==> src/common/alc_pkg.sv <==
package alc_pkg;
  // Register offsets on the device register port.
  localparam logic [7:0] ADDR_UP_HI = 8'h20;
  localparam logic [7:0] ADDR_UP_LO = 8'h21;
  localparam logic [7:0] ADDR_LO_HI = 8'h22;
  localparam logic [7:0] ADDR_LO_LO = 8'h23;
  localparam logic [7:0] ADDR_FILTER = 8'h24;
  localparam logic [7:0] ADDR_SETUP = 8'h25;
  localparam logic [7:0] ADDR_INTERVAL = 8'h26;
  localparam logic [7:0] ADDR_COMMAND = 8'h27;
  localparam logic [7:0] ADDR_STATUS = 8'h40;
  // Reset values.
  localparam logic [7:0] RST_UP = 8'hff;
  localparam logic [7:0] RST_LO = 8'h00;
  localparam logic [7:0] RST_FILTER = 8'h11;
  localparam logic [7:0] RST_SETUP = 8'h40;
  localparam logic [6:0] RST_INTERVAL = 7'h0a;
  // Field positions.
  localparam int FILT_WIN_LSB = 4;
  localparam int FILT_HIT_LSB = 0;
  localparam int SET_UNF_BIT = 7;
  localparam int SET_PHO_BIT = 6;
  localparam int SET_HYS_BIT = 5;
  localparam int SET_TRIG_BIT = 4;
  localparam int SET_RANGE_LSB = 2;
  localparam int SET_INTEG_LSB = 0;
  localparam int INTV_PWR_BIT = 6;
  localparam int INTV_VAL_LSB = 0;
  localparam int CMD_SINGLE_BIT = 0;
  localparam int CMD_REPEAT_BIT = 1;
  localparam int ST_INT_BIT = 4;
  // Longest persistence window the 4-bit field can ask for.
  localparam int HIST_LEN = 15;
  // Digital range divisor.
  localparam logic [15:0] RANGE_DIV = 16'h000a;
  // Interval unit: 50 ms at a 125 MHz clock.
  localparam int INTV_UNIT_MS = 50;
  localparam int CLK_FREQ_KHZ = 125000;
  localparam int INTV_UNIT_CYC = INTV_UNIT_MS * CLK_FREQ_KHZ;
  // Measurement scheduler states.
  typedef enum logic [1:0] {
    ALC_IDLE = 2'b00,
    ALC_MEAS = 2'b01,
    ALC_WAIT = 2'b10
  } alc_state_t;
endpackage

==> src/common/alc_meas_if.sv <==
`timescale 1ns/1ns
`default_nettype none
// Link between the register side and the measurement scheduler.
interface alc_meas_if;
  logic arm;          // One-cycle request to launch a measurement.
  logic repeat_on;    // Repeat mode is selected.
  logic [5:0] interval; // Wait between launches in 50 ms units.
  logic done;         // Front end reports the end of an integration.
  logic start;        // One-cycle launch pulse towards the front end.
  logic cycle_end;    // One-cycle pulse after a measurement has ended.
  logic measuring;    // High while an integration is running.
  modport ctl(output arm, output repeat_on, output interval, output done,
              input start, input cycle_end, input measuring);
  modport sch(input arm, input repeat_on, input interval, input done,
              output start, output cycle_end, output measuring);
endinterface
`default_nettype wire

==> src/hdl/alc_sched.sv <==
`timescale 1ns/1ns
`default_nettype none
module alc_sched #(
  parameter int UNIT_CYCLES = alc_pkg::INTV_UNIT_CYC
) (
  input wire logic clk_i,
  input wire logic sys_rst_i,
  alc_meas_if.sch m
);
  import alc_pkg::*;

  localparam int CW = $clog2(UNIT_CYCLES + 1);

  // Whole scheduler state in one record.
  typedef struct packed {
    alc_state_t st;
    logic [CW-1:0] tick;
    logic [5:0] units;
    logic start;
    logic fin;
  } alc_sched_t;

  localparam alc_sched_t SCH_RST = '{st: ALC_IDLE, tick: '0, units: '0,
                                     start: 1'b0, fin: 1'b0};

  alc_sched_t s_reg;
  alc_sched_t s_next;
  logic expired; // The programmed interval has run out since the launch.

  // The interval is timed from the launch, so a long integration eats into it.
  assign expired = (s_reg.units >= m.interval);

  // Next-state logic: interval timer and launch decisions.
  always_comb begin
    logic launch;
    launch = 1'b0;
    s_next = s_reg;
    s_next.start = 1'b0;
    s_next.fin = 1'b0;
    // The unit counter saturates once expired, so it cannot wrap.
    if (s_reg.tick == CW'(UNIT_CYCLES - 1)) begin
      s_next.tick = '0;
      if (!expired) begin
        s_next.units = 6'(s_reg.units + 6'h01);
      end
    end else begin
      s_next.tick = CW'(s_reg.tick + 1'b1);
    end
    case (s_reg.st)
      ALC_IDLE: begin
        launch = m.arm;
      end
      ALC_MEAS: begin
        if (m.done) begin
          s_next.fin = 1'b1;
          if (!m.repeat_on) begin
            s_next.st = ALC_IDLE;
          end else if (expired) begin
            launch = 1'b1;
          end else begin
            s_next.st = ALC_WAIT;
          end
        end
      end
      ALC_WAIT: begin
        if (!m.repeat_on) begin
          s_next.st = ALC_IDLE;
        end else if (expired || m.arm) begin
          launch = 1'b1;
        end
      end
      default: begin
        s_next.st = ALC_IDLE;
      end
    endcase
    if (launch) begin
      s_next.st = ALC_MEAS;
      s_next.start = 1'b1;
      // The launch cycle is the first tick, so a relaunch lands exactly N units on.
      s_next.tick = CW'(1);
      s_next.units = '0;
    end
  end

  // State register.
  always_ff @(posedge clk_i) begin
    if (sys_rst_i) begin
      s_reg <= SCH_RST;
    end else begin
      s_reg <= s_next;
    end
  end

  assign m.start = s_reg.start;
  assign m.cycle_end = s_reg.fin;
  assign m.measuring = (s_reg.st == ALC_MEAS);
endmodule
`default_nettype wire

==> src/hdl/alc_top.sv <==
`timescale 1ns/1ns
`default_nettype none
module alc_top #(
  parameter int UNIT_CYCLES = alc_pkg::INTV_UNIT_CYC
) (
  input wire logic clk_i,
  input wire logic sys_rst_i,
  input wire logic [7:0] reg_addr_i,
  input wire logic reg_wr_i,
  input wire logic [7:0] reg_wdata_i,
  input wire logic reg_rd_i,
  output logic [7:0] reg_rdata_o,
  input wire logic bus_stop_i,
  input wire logic auto_clear_i,
  input wire logic prox_above_flag_i,
  input wire logic prox_below_flag_i,
  output logic status_read_o,
  output logic meas_start_o,
  input wire logic meas_done_i,
  input wire logic [15:0] light_raw_i,
  output logic [15:0] light_data_o,
  output logic photopic_sensor_on_o,
  output logic unfiltered_sensor_on_o,
  output logic keep_low_power_o,
  output logic analog_range_o,
  output logic [1:0] integ_sel_o,
  output logic int_pin_o
);
  import alc_pkg::*;

  // Complete register-side state kept as one record.
  typedef struct packed {
    logic [7:0] up_hi;     // Upper limit, high byte.
    logic [7:0] up_lo;     // Upper limit, low byte.
    logic [7:0] lo_hi;     // Lower limit, high byte.
    logic [7:0] lo_lo;     // Lower limit, low byte.
    logic [7:0] filt;      // Window length and hit count.
    logic [7:0] setup;     // Sensor enables, hysteresis, range, integration.
    logic [6:0] intv;      // Keep-powered bit and interval.
    logic light_single_run; // Single measurement requested or running.
    logic repeat_on;       // Repeat mode selected.
    logic pend;            // Command written, waiting for the bus stop.
    logic [HIST_LEN-1:0] hist; // Recent hit history, newest in bit 0.
    logic light_above_flag; // Light went above the upper limit.
    logic light_below_flag; // Light went below the lower limit.
    logic int_q;           // Level driven on the interrupt pin.
    logic [15:0] data;     // Last scaled photopic result.
    logic [7:0] rdata;     // Read data towards the bus.
    logic rd_pulse;        // Status register was read.
    logic pho_pwr;         // Photopic sensor power.
    logic unf_pwr;         // Unfiltered sensor power.
  } alc_top_t;

  localparam alc_top_t TOP_RST = '{
    up_hi: RST_UP,
    up_lo: RST_UP,
    lo_hi: RST_LO,
    lo_lo: RST_LO,
    filt: RST_FILTER,
    setup: RST_SETUP,
    intv: RST_INTERVAL,
    light_single_run: 1'b0,
    repeat_on: 1'b0,
    pend: 1'b0,
    hist: '0,
    light_above_flag: 1'b0,
    light_below_flag: 1'b0,
    int_q: 1'b0,
    data: '0,
    rdata: '0,
    rd_pulse: 1'b0,
    pho_pwr: 1'b0,
    unf_pwr: 1'b0
  };

  alc_top_t r_reg;
  alc_top_t r_next;

  // Link to the scheduler.
  alc_meas_if m ();

  // Decoded configuration fields.
  logic [15:0] light_upper_limit; // Assembled upper limit.
  logic [15:0] light_lower_limit; // Assembled lower limit.
  logic [3:0] win_len;            // Window length N.
  logic [3:0] hit_need;           // Required hit count M.
  logic [1:0] range_sel;          // Range code.
  logic photo_eff;                // Photopic sensor is in effect.
  logic hyst_on;                  // Hysteresis really applies.
  logic trig_up;                  // Upper limit is the trigger.
  logic keep_pwr;                 // Sensor stays powered between runs.

  // Measurement evaluation.
  logic [15:0] scaled;            // Result after digital range scaling.
  logic is_above;                 // Result is above the upper limit.
  logic is_below;                 // Result is below the lower limit.
  logic hit;                      // Result counts as a filter hit.
  logic meas_ev;                  // A photopic result has arrived.
  logic [HIST_LEN-1:0] hist_new;  // History with the new hit shifted in.
  logic [HIST_LEN-1:0] in_win;    // History bits inside the window.
  logic [3:0] hit_cnt;            // Hits inside the window.
  logic fire;                     // Persistence filter lets the hit through.
  logic rd_status;                // This cycle reads the status register.
  logic [7:0] rd_val;             // Read value selected by address.

  // Bits counted one by one; the window never exceeds the history length.
  function automatic logic [3:0] count_ones(input logic [HIST_LEN-1:0] v);
    logic [3:0] c;
    c = '0;
    for (int k = 0; k < HIST_LEN; k++) begin
      c = 4'(c + 4'(v[k]));
    end
    return c;
  endfunction

  assign light_upper_limit = {r_reg.up_hi, r_reg.up_lo};
  assign light_lower_limit = {r_reg.lo_hi, r_reg.lo_lo};
  assign win_len = r_reg.filt[FILT_WIN_LSB +: 4];
  assign hit_need = r_reg.filt[FILT_HIT_LSB +: 4];
  assign range_sel = r_reg.setup[SET_RANGE_LSB +: 2];

  // With neither sensor enabled the photopic one runs alone.
  assign photo_eff = r_reg.setup[SET_PHO_BIT] | ~r_reg.setup[SET_UNF_BIT];

  // Latched-status mode has no clearing threshold, so hysteresis is off there.
  assign hyst_on = r_reg.setup[SET_HYS_BIT] & auto_clear_i;
  assign trig_up = r_reg.setup[SET_TRIG_BIT];

  // Continuous mode also keeps the sensor up, as there is no gap to save.
  assign keep_pwr = r_reg.intv[INTV_PWR_BIT]
                    | (r_reg.repeat_on && (m.interval == 6'h00));

  // High range bit divides the count by ten; the low bit goes to the front end.
  assign scaled = range_sel[1] ? 16'(light_raw_i / RANGE_DIV) : light_raw_i;

  // Unsigned window test of the scaled photopic result.
  assign is_above = scaled > light_upper_limit;
  assign is_below = scaled < light_lower_limit;

  // Under hysteresis only the trigger limit counts as a hit.
  always_comb begin
    if (hyst_on) begin
      hit = trig_up ? is_above : is_below;
    end else begin
      hit = is_above | is_below;
    end
  end

  // Only photopic results are compared; unfiltered results never raise it.
  assign meas_ev = meas_done_i & m.measuring & photo_eff;
  assign hist_new = {r_reg.hist[HIST_LEN-2:0], hit};

  // Mask the history down to the last N results.
  for (genvar i = 0; i < HIST_LEN; i++) begin : g_win
    assign in_win[i] = hist_new[i] & (4'(i) < win_len);
  end

  assign hit_cnt = count_ones(in_win);

  // A zero in either count blocks the interrupt; N below M never fires either.
  assign fire = (hit_need != 4'h0) && (win_len != 4'h0)
                && (hit_cnt >= hit_need);

  assign rd_status = reg_rd_i && (reg_addr_i == ADDR_STATUS);

  // Read multiplexer; unmapped addresses read as zero.
  always_comb begin
    if (reg_addr_i == ADDR_UP_HI) begin
      rd_val = r_reg.up_hi;
    end else if (reg_addr_i == ADDR_UP_LO) begin
      rd_val = r_reg.up_lo;
    end else if (reg_addr_i == ADDR_LO_HI) begin
      rd_val = r_reg.lo_hi;
    end else if (reg_addr_i == ADDR_LO_LO) begin
      rd_val = r_reg.lo_lo;
    end else if (reg_addr_i == ADDR_FILTER) begin
      rd_val = r_reg.filt;
    end else if (reg_addr_i == ADDR_SETUP) begin
      rd_val = r_reg.setup;
    end else if (reg_addr_i == ADDR_INTERVAL) begin
      rd_val = {1'b0, r_reg.intv};
    end else if (reg_addr_i == ADDR_COMMAND) begin
      rd_val = {6'h00, r_reg.repeat_on, r_reg.light_single_run};
    end else if (reg_addr_i == ADDR_STATUS) begin
      rd_val = {3'h0, r_reg.int_q, r_reg.light_above_flag,
                r_reg.light_below_flag, prox_above_flag_i,
                prox_below_flag_i};
    end else begin
      rd_val = 8'h00;
    end
  end

  // Next-state logic for registers, flags and power.
  always_comb begin
    r_next = r_reg;
    r_next.rd_pulse = rd_status;
    if (reg_rd_i) begin
      r_next.rdata = rd_val;
    end
    // A one-shot ends its own request once the cycle is over.
    if (m.cycle_end && !r_reg.repeat_on) begin
      r_next.light_single_run = 1'b0;
    end
    // A stop after a command write launches the next cycle.
    if (r_reg.pend && bus_stop_i) begin
      r_next.pend = 1'b0;
    end
    // Register writes; the status register ignores writes.
    if (reg_wr_i) begin
      if (reg_addr_i == ADDR_UP_HI) begin
        r_next.up_hi = reg_wdata_i;
      end else if (reg_addr_i == ADDR_UP_LO) begin
        r_next.up_lo = reg_wdata_i;
      end else if (reg_addr_i == ADDR_LO_HI) begin
        r_next.lo_hi = reg_wdata_i;
      end else if (reg_addr_i == ADDR_LO_LO) begin
        r_next.lo_lo = reg_wdata_i;
      end else if (reg_addr_i == ADDR_FILTER) begin
        // New counts restart the persistence history.
        r_next.filt = reg_wdata_i;
        r_next.hist = '0;
      end else if (reg_addr_i == ADDR_SETUP) begin
        r_next.setup = reg_wdata_i;
      end else if (reg_addr_i == ADDR_INTERVAL) begin
        r_next.intv = reg_wdata_i[6:0];
      end else if (reg_addr_i == ADDR_COMMAND) begin
        // A write that lands with the cycle end wins, so the request is kept.
        r_next.light_single_run = reg_wdata_i[CMD_SINGLE_BIT];
        r_next.repeat_on = reg_wdata_i[CMD_REPEAT_BIT];
        r_next.pend = reg_wdata_i[CMD_SINGLE_BIT]
                      | reg_wdata_i[CMD_REPEAT_BIT];
      end
    end
    // Latched mode: the read clears first so that a new event still sets.
    if (rd_status && !auto_clear_i) begin
      r_next.light_above_flag = 1'b0;
      r_next.light_below_flag = 1'b0;
    end
    // Evaluate each photopic result.
    if (meas_ev) begin
      r_next.hist = hist_new;
      r_next.data = scaled;
      if (hyst_on) begin
        if (trig_up) begin
          // Upper limit sets, dropping below the lower limit clears.
          if (fire) begin
            r_next.light_above_flag = 1'b1;
          end else if (is_below) begin
            r_next.light_above_flag = 1'b0;
          end
        end else begin
          // Lower limit sets, rising above the upper limit clears.
          if (fire) begin
            r_next.light_below_flag = 1'b1;
          end else if (is_above) begin
            r_next.light_below_flag = 1'b0;
          end
        end
      end else if (auto_clear_i) begin
        // Automatic clearing: flags follow the latest filtered result.
        r_next.light_above_flag = fire & is_above;
        r_next.light_below_flag = fire & is_below;
      end else begin
        // Latched mode: flags stay until the status register is read.
        if (fire && is_above) begin
          r_next.light_above_flag = 1'b1;
        end
        if (fire && is_below) begin
          r_next.light_below_flag = 1'b1;
        end
      end
    end
    r_next.int_q = r_next.light_above_flag | r_next.light_below_flag
                   | prox_above_flag_i | prox_below_flag_i;
    // Power only while integrating unless held up between runs.
    r_next.pho_pwr = photo_eff & (m.measuring | keep_pwr);
    r_next.unf_pwr = r_reg.setup[SET_UNF_BIT]
                     & (m.measuring | keep_pwr);
  end

  // Synchronous reset brings every field to its documented value.
  always_ff @(posedge clk_i) begin
    if (sys_rst_i) begin
      r_reg <= TOP_RST;
    end else begin
      r_reg <= r_next;
    end
  end

  // Scheduler hookup.
  assign m.arm = r_reg.pend & bus_stop_i;
  assign m.repeat_on = r_reg.repeat_on;
  assign m.interval = r_reg.intv[INTV_VAL_LSB +: 6];
  assign m.done = meas_done_i;

  alc_sched #(
    .UNIT_CYCLES(UNIT_CYCLES)
  ) u_sched (
    .clk_i(clk_i),
    .sys_rst_i(sys_rst_i),
    .m(m.sch)
  );

  // Outputs, all from flip-flops.
  assign reg_rdata_o = r_reg.rdata;
  assign status_read_o = r_reg.rd_pulse;
  assign meas_start_o = m.start;
  assign light_data_o = r_reg.data;
  assign photopic_sensor_on_o = r_reg.pho_pwr;
  assign unfiltered_sensor_on_o = r_reg.unf_pwr;
  assign keep_low_power_o = r_reg.intv[INTV_PWR_BIT];
  assign analog_range_o = range_sel[0];
  assign integ_sel_o = r_reg.setup[SET_INTEG_LSB +: 2];
  assign int_pin_o = r_reg.int_q;
endmodule
`default_nettype wire

==> config.mk <==
export PLATFORM = sky130hd
export DESIGN_NAME = alc_top
export DESIGN_NICKNAME = d
export VERILOG_FILES = /design/src/common/alc_pkg.sv /design/src/common/alc_meas_if.sv /design/src/hdl/alc_sched.sv /design/src/hdl/alc_top.sv
export SDC_FILE = /design/constraint.sdc
export NUM_CORES = 1
export LEC_CHECK = 0
export BUFFER_PORTS_ARGS = -buffer_cell sky130_fd_sc_hd__buf_2
export CAP_MARGIN = 15
export CORE_MARGIN = 4
export CORE_UTILIZATION = 50
export CTS_CLUSTER_DIAMETER = 100
export DETAILED_ROUTE_END_ITERATION = 10
export MAX_ROUTING_LAYER = met4
export PLACE_DENSITY = 0.68
export RECOVER_POWER = 50
export SYNTH_ARGS = -nofsm -noshare
export SYNTH_HDL_FRONTEND = slang
export SYNTH_SLANG_ARGS = --single-unit
==> constraint.sdc <==
create_clock -name clk_i -period 17.2 [get_ports clk_i]
set_input_delay 0 -clock clk_i [delete_from_list [all_inputs] [get_ports clk_i]]
set_output_delay 0 -clock clk_i [all_outputs]
set_load 0.01 [all_outputs]
### Yosys cells after proc, flatten, opt, wreduce, memory -nomap -nowiden

Cells that the tools add are included.

* $add $sub $neg: 16
* magnitude comparators: 19
* equal/unequal tests: 23
* multiplexer cells: 52
* div/mod/pow operators: 1
* reduce and logical (&&, ||, !) cells: 33
* bitwise gates (word level): 42

Operators with widths (count)
* 18-bit two-way mux: 5
* 8-bit by 6-bit == test with 1-bit output, second input constant: 8
* 8-bit two-way mux: 6
* 4-bit by 1-bit adder with 4-bit output: 11
* 16-bit two-way mux: 2
* 31-bit two-way mux: 1
* 4-bit less-than comparator, first input constant: 7
* 23-bit by 1-bit adder with 23-bit output, second input constant: 1
* 1-bit bitwise AND: 23
* 23-bit == test, second input constant: 1
* 23-bit two-way mux: 1
* 1-bit two-way mux: 18
* 16-bit by 4-bit divider with 16-bit output, second input constant: 1
* 16-bit > comparator: 1
* 16-bit less-than comparator: 1
* 3-bit by 4-bit less-than comparator with 1-bit output, first input constant: 4
* 15-bit two-way mux: 1
* 2-bit two-way mux: 7
* 3-bit two-way mux: 4
* 6-bit two-way mux: 2
* 2-bit inequality test, second input constant: 6
* 4-bit AND reduction: 3
* 6-bit AND reduction: 2
* 1-bit inverter: 11
* 35 further kinds: 59

* output and inout port bits: 33
* register bits after elaboration: 135
* input bits: 41
* word-level logic and storage cells: 212

### Longest topological paths before layout

* word-level depth: 30
* mapped depth: 49
* mapped depth without buffers: 45

### Modules after synthesis

From an unflattened synthesis, not the netlist that was laid out.

* cells, all modules: 1240
* area, all modules: 9572.9 um2

Modules (own cells, without submodules)
* alc_top: cells each 1050, sequential area each 2042.0 um2, instances 1, area an instance 7893.8 um2
* alc_sched: cells each 190, sequential area each 660.6 um2, instances 1, area an instance 1679.1 um2

### Worst setup path before layout

OpenSTA, ideal clock, no wires.

* path kind: input to register
* start: in light_raw_i[10]
* end: reg r_reg (netlist bit int_pin_o)
* stages: 48
* arrival: 9501 ps
* path buffers: 3
* setup slack: 7579 ps
* required time: 17080 ps
* library setup time: 120 ps
* cells stage by stage: buf_6 > or4_1 > o21ai_1 > a22o_1 > or3_1 > buf_4 > nand2_1 > o311ai_1 > and3_1 > buf_6 > mux2_4 > nor3_2 > o21ai_0 > a21o_1 > maj3_1 > nor2_1 > a211oi_1 > a21oi_1 > (+12 left out) > or3_1 > fa_1 > fa_1 > fa_1 > fa_1 > inv_1 > fa_1 > inv_1 > fa_1 > inv_1 > ha_1 > a21o_1 > a21o_1 > a21oi_1 > nor3_1 > a221oi_1 > o31ai_1 > a211o_1

* word-level cells in the longest chain between the ends: 30
* elaborated cells between the ends (all ways): 42
* classes of those cells: add/sub (14); div (1); order compare (3); mux (14); bitwise (7); reduce/logical (3)

Ends and longest elaborated chain
* from (decl): RTL line alc_top.sv:20 `input wire logic [15:0] light_raw_i,`
* 16-bit by 4-bit divider with 16-bit output (*): RTL line alc_top.sv:134 `assign scaled = range_sel[1] ? 16'(light_raw_i / RANGE_DIV) : light_raw_i;`
* 16-bit two-way mux (*): RTL line alc_top.sv:134
* named net scaled[1]: RTL line alc_top.sv:94 `logic [15:0] scaled;`
* 16-bit > comparator / 16-bit less-than comparator (equally long branches): RTL line alc_top.sv:137, alc_top.sv:138
* 1-bit bitwise OR / 1-bit two-way mux (equally long branches): RTL line alc_top.sv:145, alc_top.sv:143
* 1-bit two-way mux: RTL line alc_top.sv:142 `if (hyst_on) begin`
* 1-bit bitwise AND: RTL line alc_top.sv:155 `assign in_win[i] = hist_new[i] & (4'(i) < win_len);`
* 1-bit by 1-bit adder with 2-bit output: RTL line alc_top.sv:111 `c = 4'(c + 4'(v[k]));`
* (+14 left out)
* 1-bit logical AND: RTL line alc_top.sv:162 `&& (hit_cnt >= hit_need);`
* 1-bit logical AND (on tied branches): RTL line alc_top.sv:265, alc_top.sv:268
* 1-bit two-way mux (on tied branches): RTL line alc_top.sv:265, alc_top.sv:268
* 2-bit two-way mux: RTL line alc_top.sv:259 `end else if (auto_clear_i) begin`
* 2-bit two-way mux (*): RTL line alc_top.sv:243 `if (hyst_on) begin`
* 16-bit two-way mux (*): RTL line alc_top.sv:240 `if (meas_ev) begin`
* 1-bit bitwise OR (*): RTL line alc_top.sv:273 `r_next.int_q = r_next.light_above_flag | r_next.light_below_flag`
* 1-bit bitwise OR (*) (2 in series): RTL line alc_top.sv:274 `| prox_above_flag_i | prox_below_flag_i;`
* to (signal assigned): RTL line alc_top.sv:286 `r_reg <= r_next;`
* to (decl): RTL line alc_top.sv:76 `alc_top_t r_reg;`

The timed path passes the listed nets; every way through them passes the cells marked *.
A chain may end at the register's enable or synchronous reset.

### Final worst setup path

* start: in light_raw_i[13]
* end: reg r_reg (netlist bit int_pin_o)

The elaborated chain is that of the path after synthesis.

==> run metrics <==
status=finished, violations left; failing checks=capacitance limit, slew limit; Worst-Skew Late Latency=0.43 ns; CTS tree=done; required time worst endpoint=between 15 and 20 ns; WL final=~26000 um; # fillers=1769; Clock transition at path regs=approximately 0.050 ns; FF+latch area=2700 um^2; core footprint=18700 um^2; row count=50; Metal-1 WL=around 12000 um; hold path cells=4; slowest stage delay, CP=~0.74 ns; GRT overflow=0; I/O Buffers=73; share of flip-flops with an asynchronous set or reset=0%; post-synthesis register bit count=around 140; Avg Inst Size Synth=7.70 um^2; CTS max path bufs=2; layout net count=approximately 1.3k; clock sinks=~140; vias per inst=5.95; largest net degree at the start of global routing=85; slew margin rel.=-5.76%; worst hold path type=in2reg; top-area cell type share of the netlist area=~28%; DIE AREA=between 20000 and 25000 um^2; Post-synth EDFFs=0; Startpoint Class=input port; critical path peak fanout=20; skew final=0.00943 ns; proportion of layout cells with a drive suffix above 1=8.07%; via count=a little under 9k; DR WL/cell=roughly 17 um; CTS resizes=0; synth unique cells=96; final hold violation count=0; vias in the first global route=8103; Slew Viols, Final=30; multi-input logic area=about 6000 um^2; GP Congestion=between 0.9 and 1; synth warn=0; placed insts=between 1k and 1.5k; setup TNS=0 ns; Initial Utilization=between 50% and 60%; most numerous cell in the Yosys netlist=nor2_1; max-cap violations=1; PwrDens=82.0 nW/um^2; max FFs per register=31; crit share post-route=approximately 62%; Tightest Pin Transition=1.59 ns; LEAKAGE=~4.3 nW; fin crit period=between 10 and 15 ns; Detail Route met3 WL=roughly 1400 um; post-route ant nets=0; CP Capture Type=flop; Cell Count, Final, Fillers Out=approximately 1.5k; # IOs=74; critical path arrival=11.03 ns; Synth area leader=dfxtp_1; Area Growth Syn to Fin=8.61%; CTS root buf=clkbuf_16; Iter 0 DRT Violations=655; placed wire-length estimate=about 18000 um; Top cell by count, worst path=fa_1; antenna violations before repair=0; worst vdd ir=slightly above 0.00007 V; sequential area share after synthesis=between 20 and 30%; top_reg_cell synth=dfxtp_1; CTS HTree Levels=4; Total GRT Usage=24.4%; top routing layer used=met4; RSZ-0062 raised after global routing=false; Reg2Reg Depth=33; synth cell count leaders=nor2_1 (148), nand2_1 (142), dfxtp_1 (135), a21oi_1 (81), inv_1 (66); # diodes=0; Cells after Synth=about 1.2k; Setup violations, final=0; wire length on met2=~12000 um; kind of critical path=in2reg; post-synthesis cell area=around 9500 um^2; Net Count, Synth=roughly 1.3k; Worst path slowest cell=o2bb2ai_1; Max Clock Freq=~0.093 GHz; chip height=approximately 150 um; Synth area leaders=dfxtp_1 (28%), ha_1 (5.9%), nor2_1 (5.8%); first-pass GRT wire length=41900 um; DRC viols=0; cts bufs inserted=17; Pre-Repair DR Iteration Count=5; Die X=between 100 and 150 um
[cells by family after synthesis]
logic type / after synthesis / synth area share (%)
buf+inv: 174 / 8.74
xor+xnor: 32 / 3.02
compound gates: 308 / 22.1
simple gates: 479 / 24.0
mux: 53 / 5.69
fa+ha+maj: 56 / 8.12
flops: 135 / 28.4
[per-layer routing]
metal | track usage (%) | vias to the layer above
li1 | - | 4388
met1 | 33.1 | 4148
met2 | 36.6 | 260
met3 | 4.98 | 43
met4 | 7.53 | 0
met5 | - | -
[critical path, delay by kind of cell]
| family | cells | cell delay (ns) |
|---|---|---|
| buffers and inverters | 6 | 1.03 |
| AO/OA/AOI/OAI | 20 | 4.76 |
| adder cells (fa/ha/maj) | 9 | 3.71 |
| multiplexers | 1 | 0.34 |
| AND/OR/NAND/NOR | 11 | 1.14 |
[repair_timing]
action | in CTS | in global routing
setup buffers | 0 | 0
hold buffers | 11 | 0
endpoints found under the hold margin | 40 | 0
[cell usage in the layout (no fill, tap or decap), drive strengths merged, types with 16 or more instances in the layout]
master  count
o211ai     26
xor2       16
ha         45
dfxtp     135
nand2     142
inv        66
nor2b      19
xnor2      16
mux2i      50
a21oi      82
clkbuf     54
a21o       20
buf        44
nand4      22
nor2      150
o21ai      63
nor3       21
nand3      45
[through the flow]
stage	total power, W	hold WS, ns	util, %	cell area (um^2)	setup slack (ns)
after floorplan	0.000435	0.124	-	9520	7.58
after global placement	0.000461	0.310	51.6	9650	6.43
after detailed placement	0.000462	0.310	51.6	9650	6.19
after CTS	0.000850	0.0317	55.5	10400	6.60
after global routing	0.000882	0.0332	55.3	10300	5.60
final	0.000848	0.0154	55.3	10300	6.47
[path summary, 6_finish.rpt]
| path | slack (ns) | endpoint | from |
|---|---|---|---|
| worst min register to register | 0.45 | light_data_o[4]$_SDFFE_PP0P_ | light_data_o[4]$_SDFFE_PP0P_ |
| worst max register to register | 9.25 | int_pin_o$_SDFF_PP0_ | r_reg[58]$_SDFFE_PP0P_ |
| worst min-delay path | 0.02 | int_pin_o$_SDFF_PP0_ | prox_below_flag_i |
| worst max-delay path | 6.47 | int_pin_o$_SDFF_PP0_ | light_raw_i[13] |
[power by group]
part           internal (W)  switching (W)  leakage (nW)
Sequential         0.000315     0.00000145          1.09
Clock              0.000249       0.000139         0.305
Combinational     0.0000520      0.0000921          2.86
[layout make-up]
class                      instances  area share (%)
multi-input combinational        928            57.9
sequential                       135            26.1
timing repair buffer              90            4.59
clock buffer                      19            4.38
tap                              234            2.83
inverter                          68            2.47
clock inverter                    12            1.71
(Power assumes the default switching activity.)
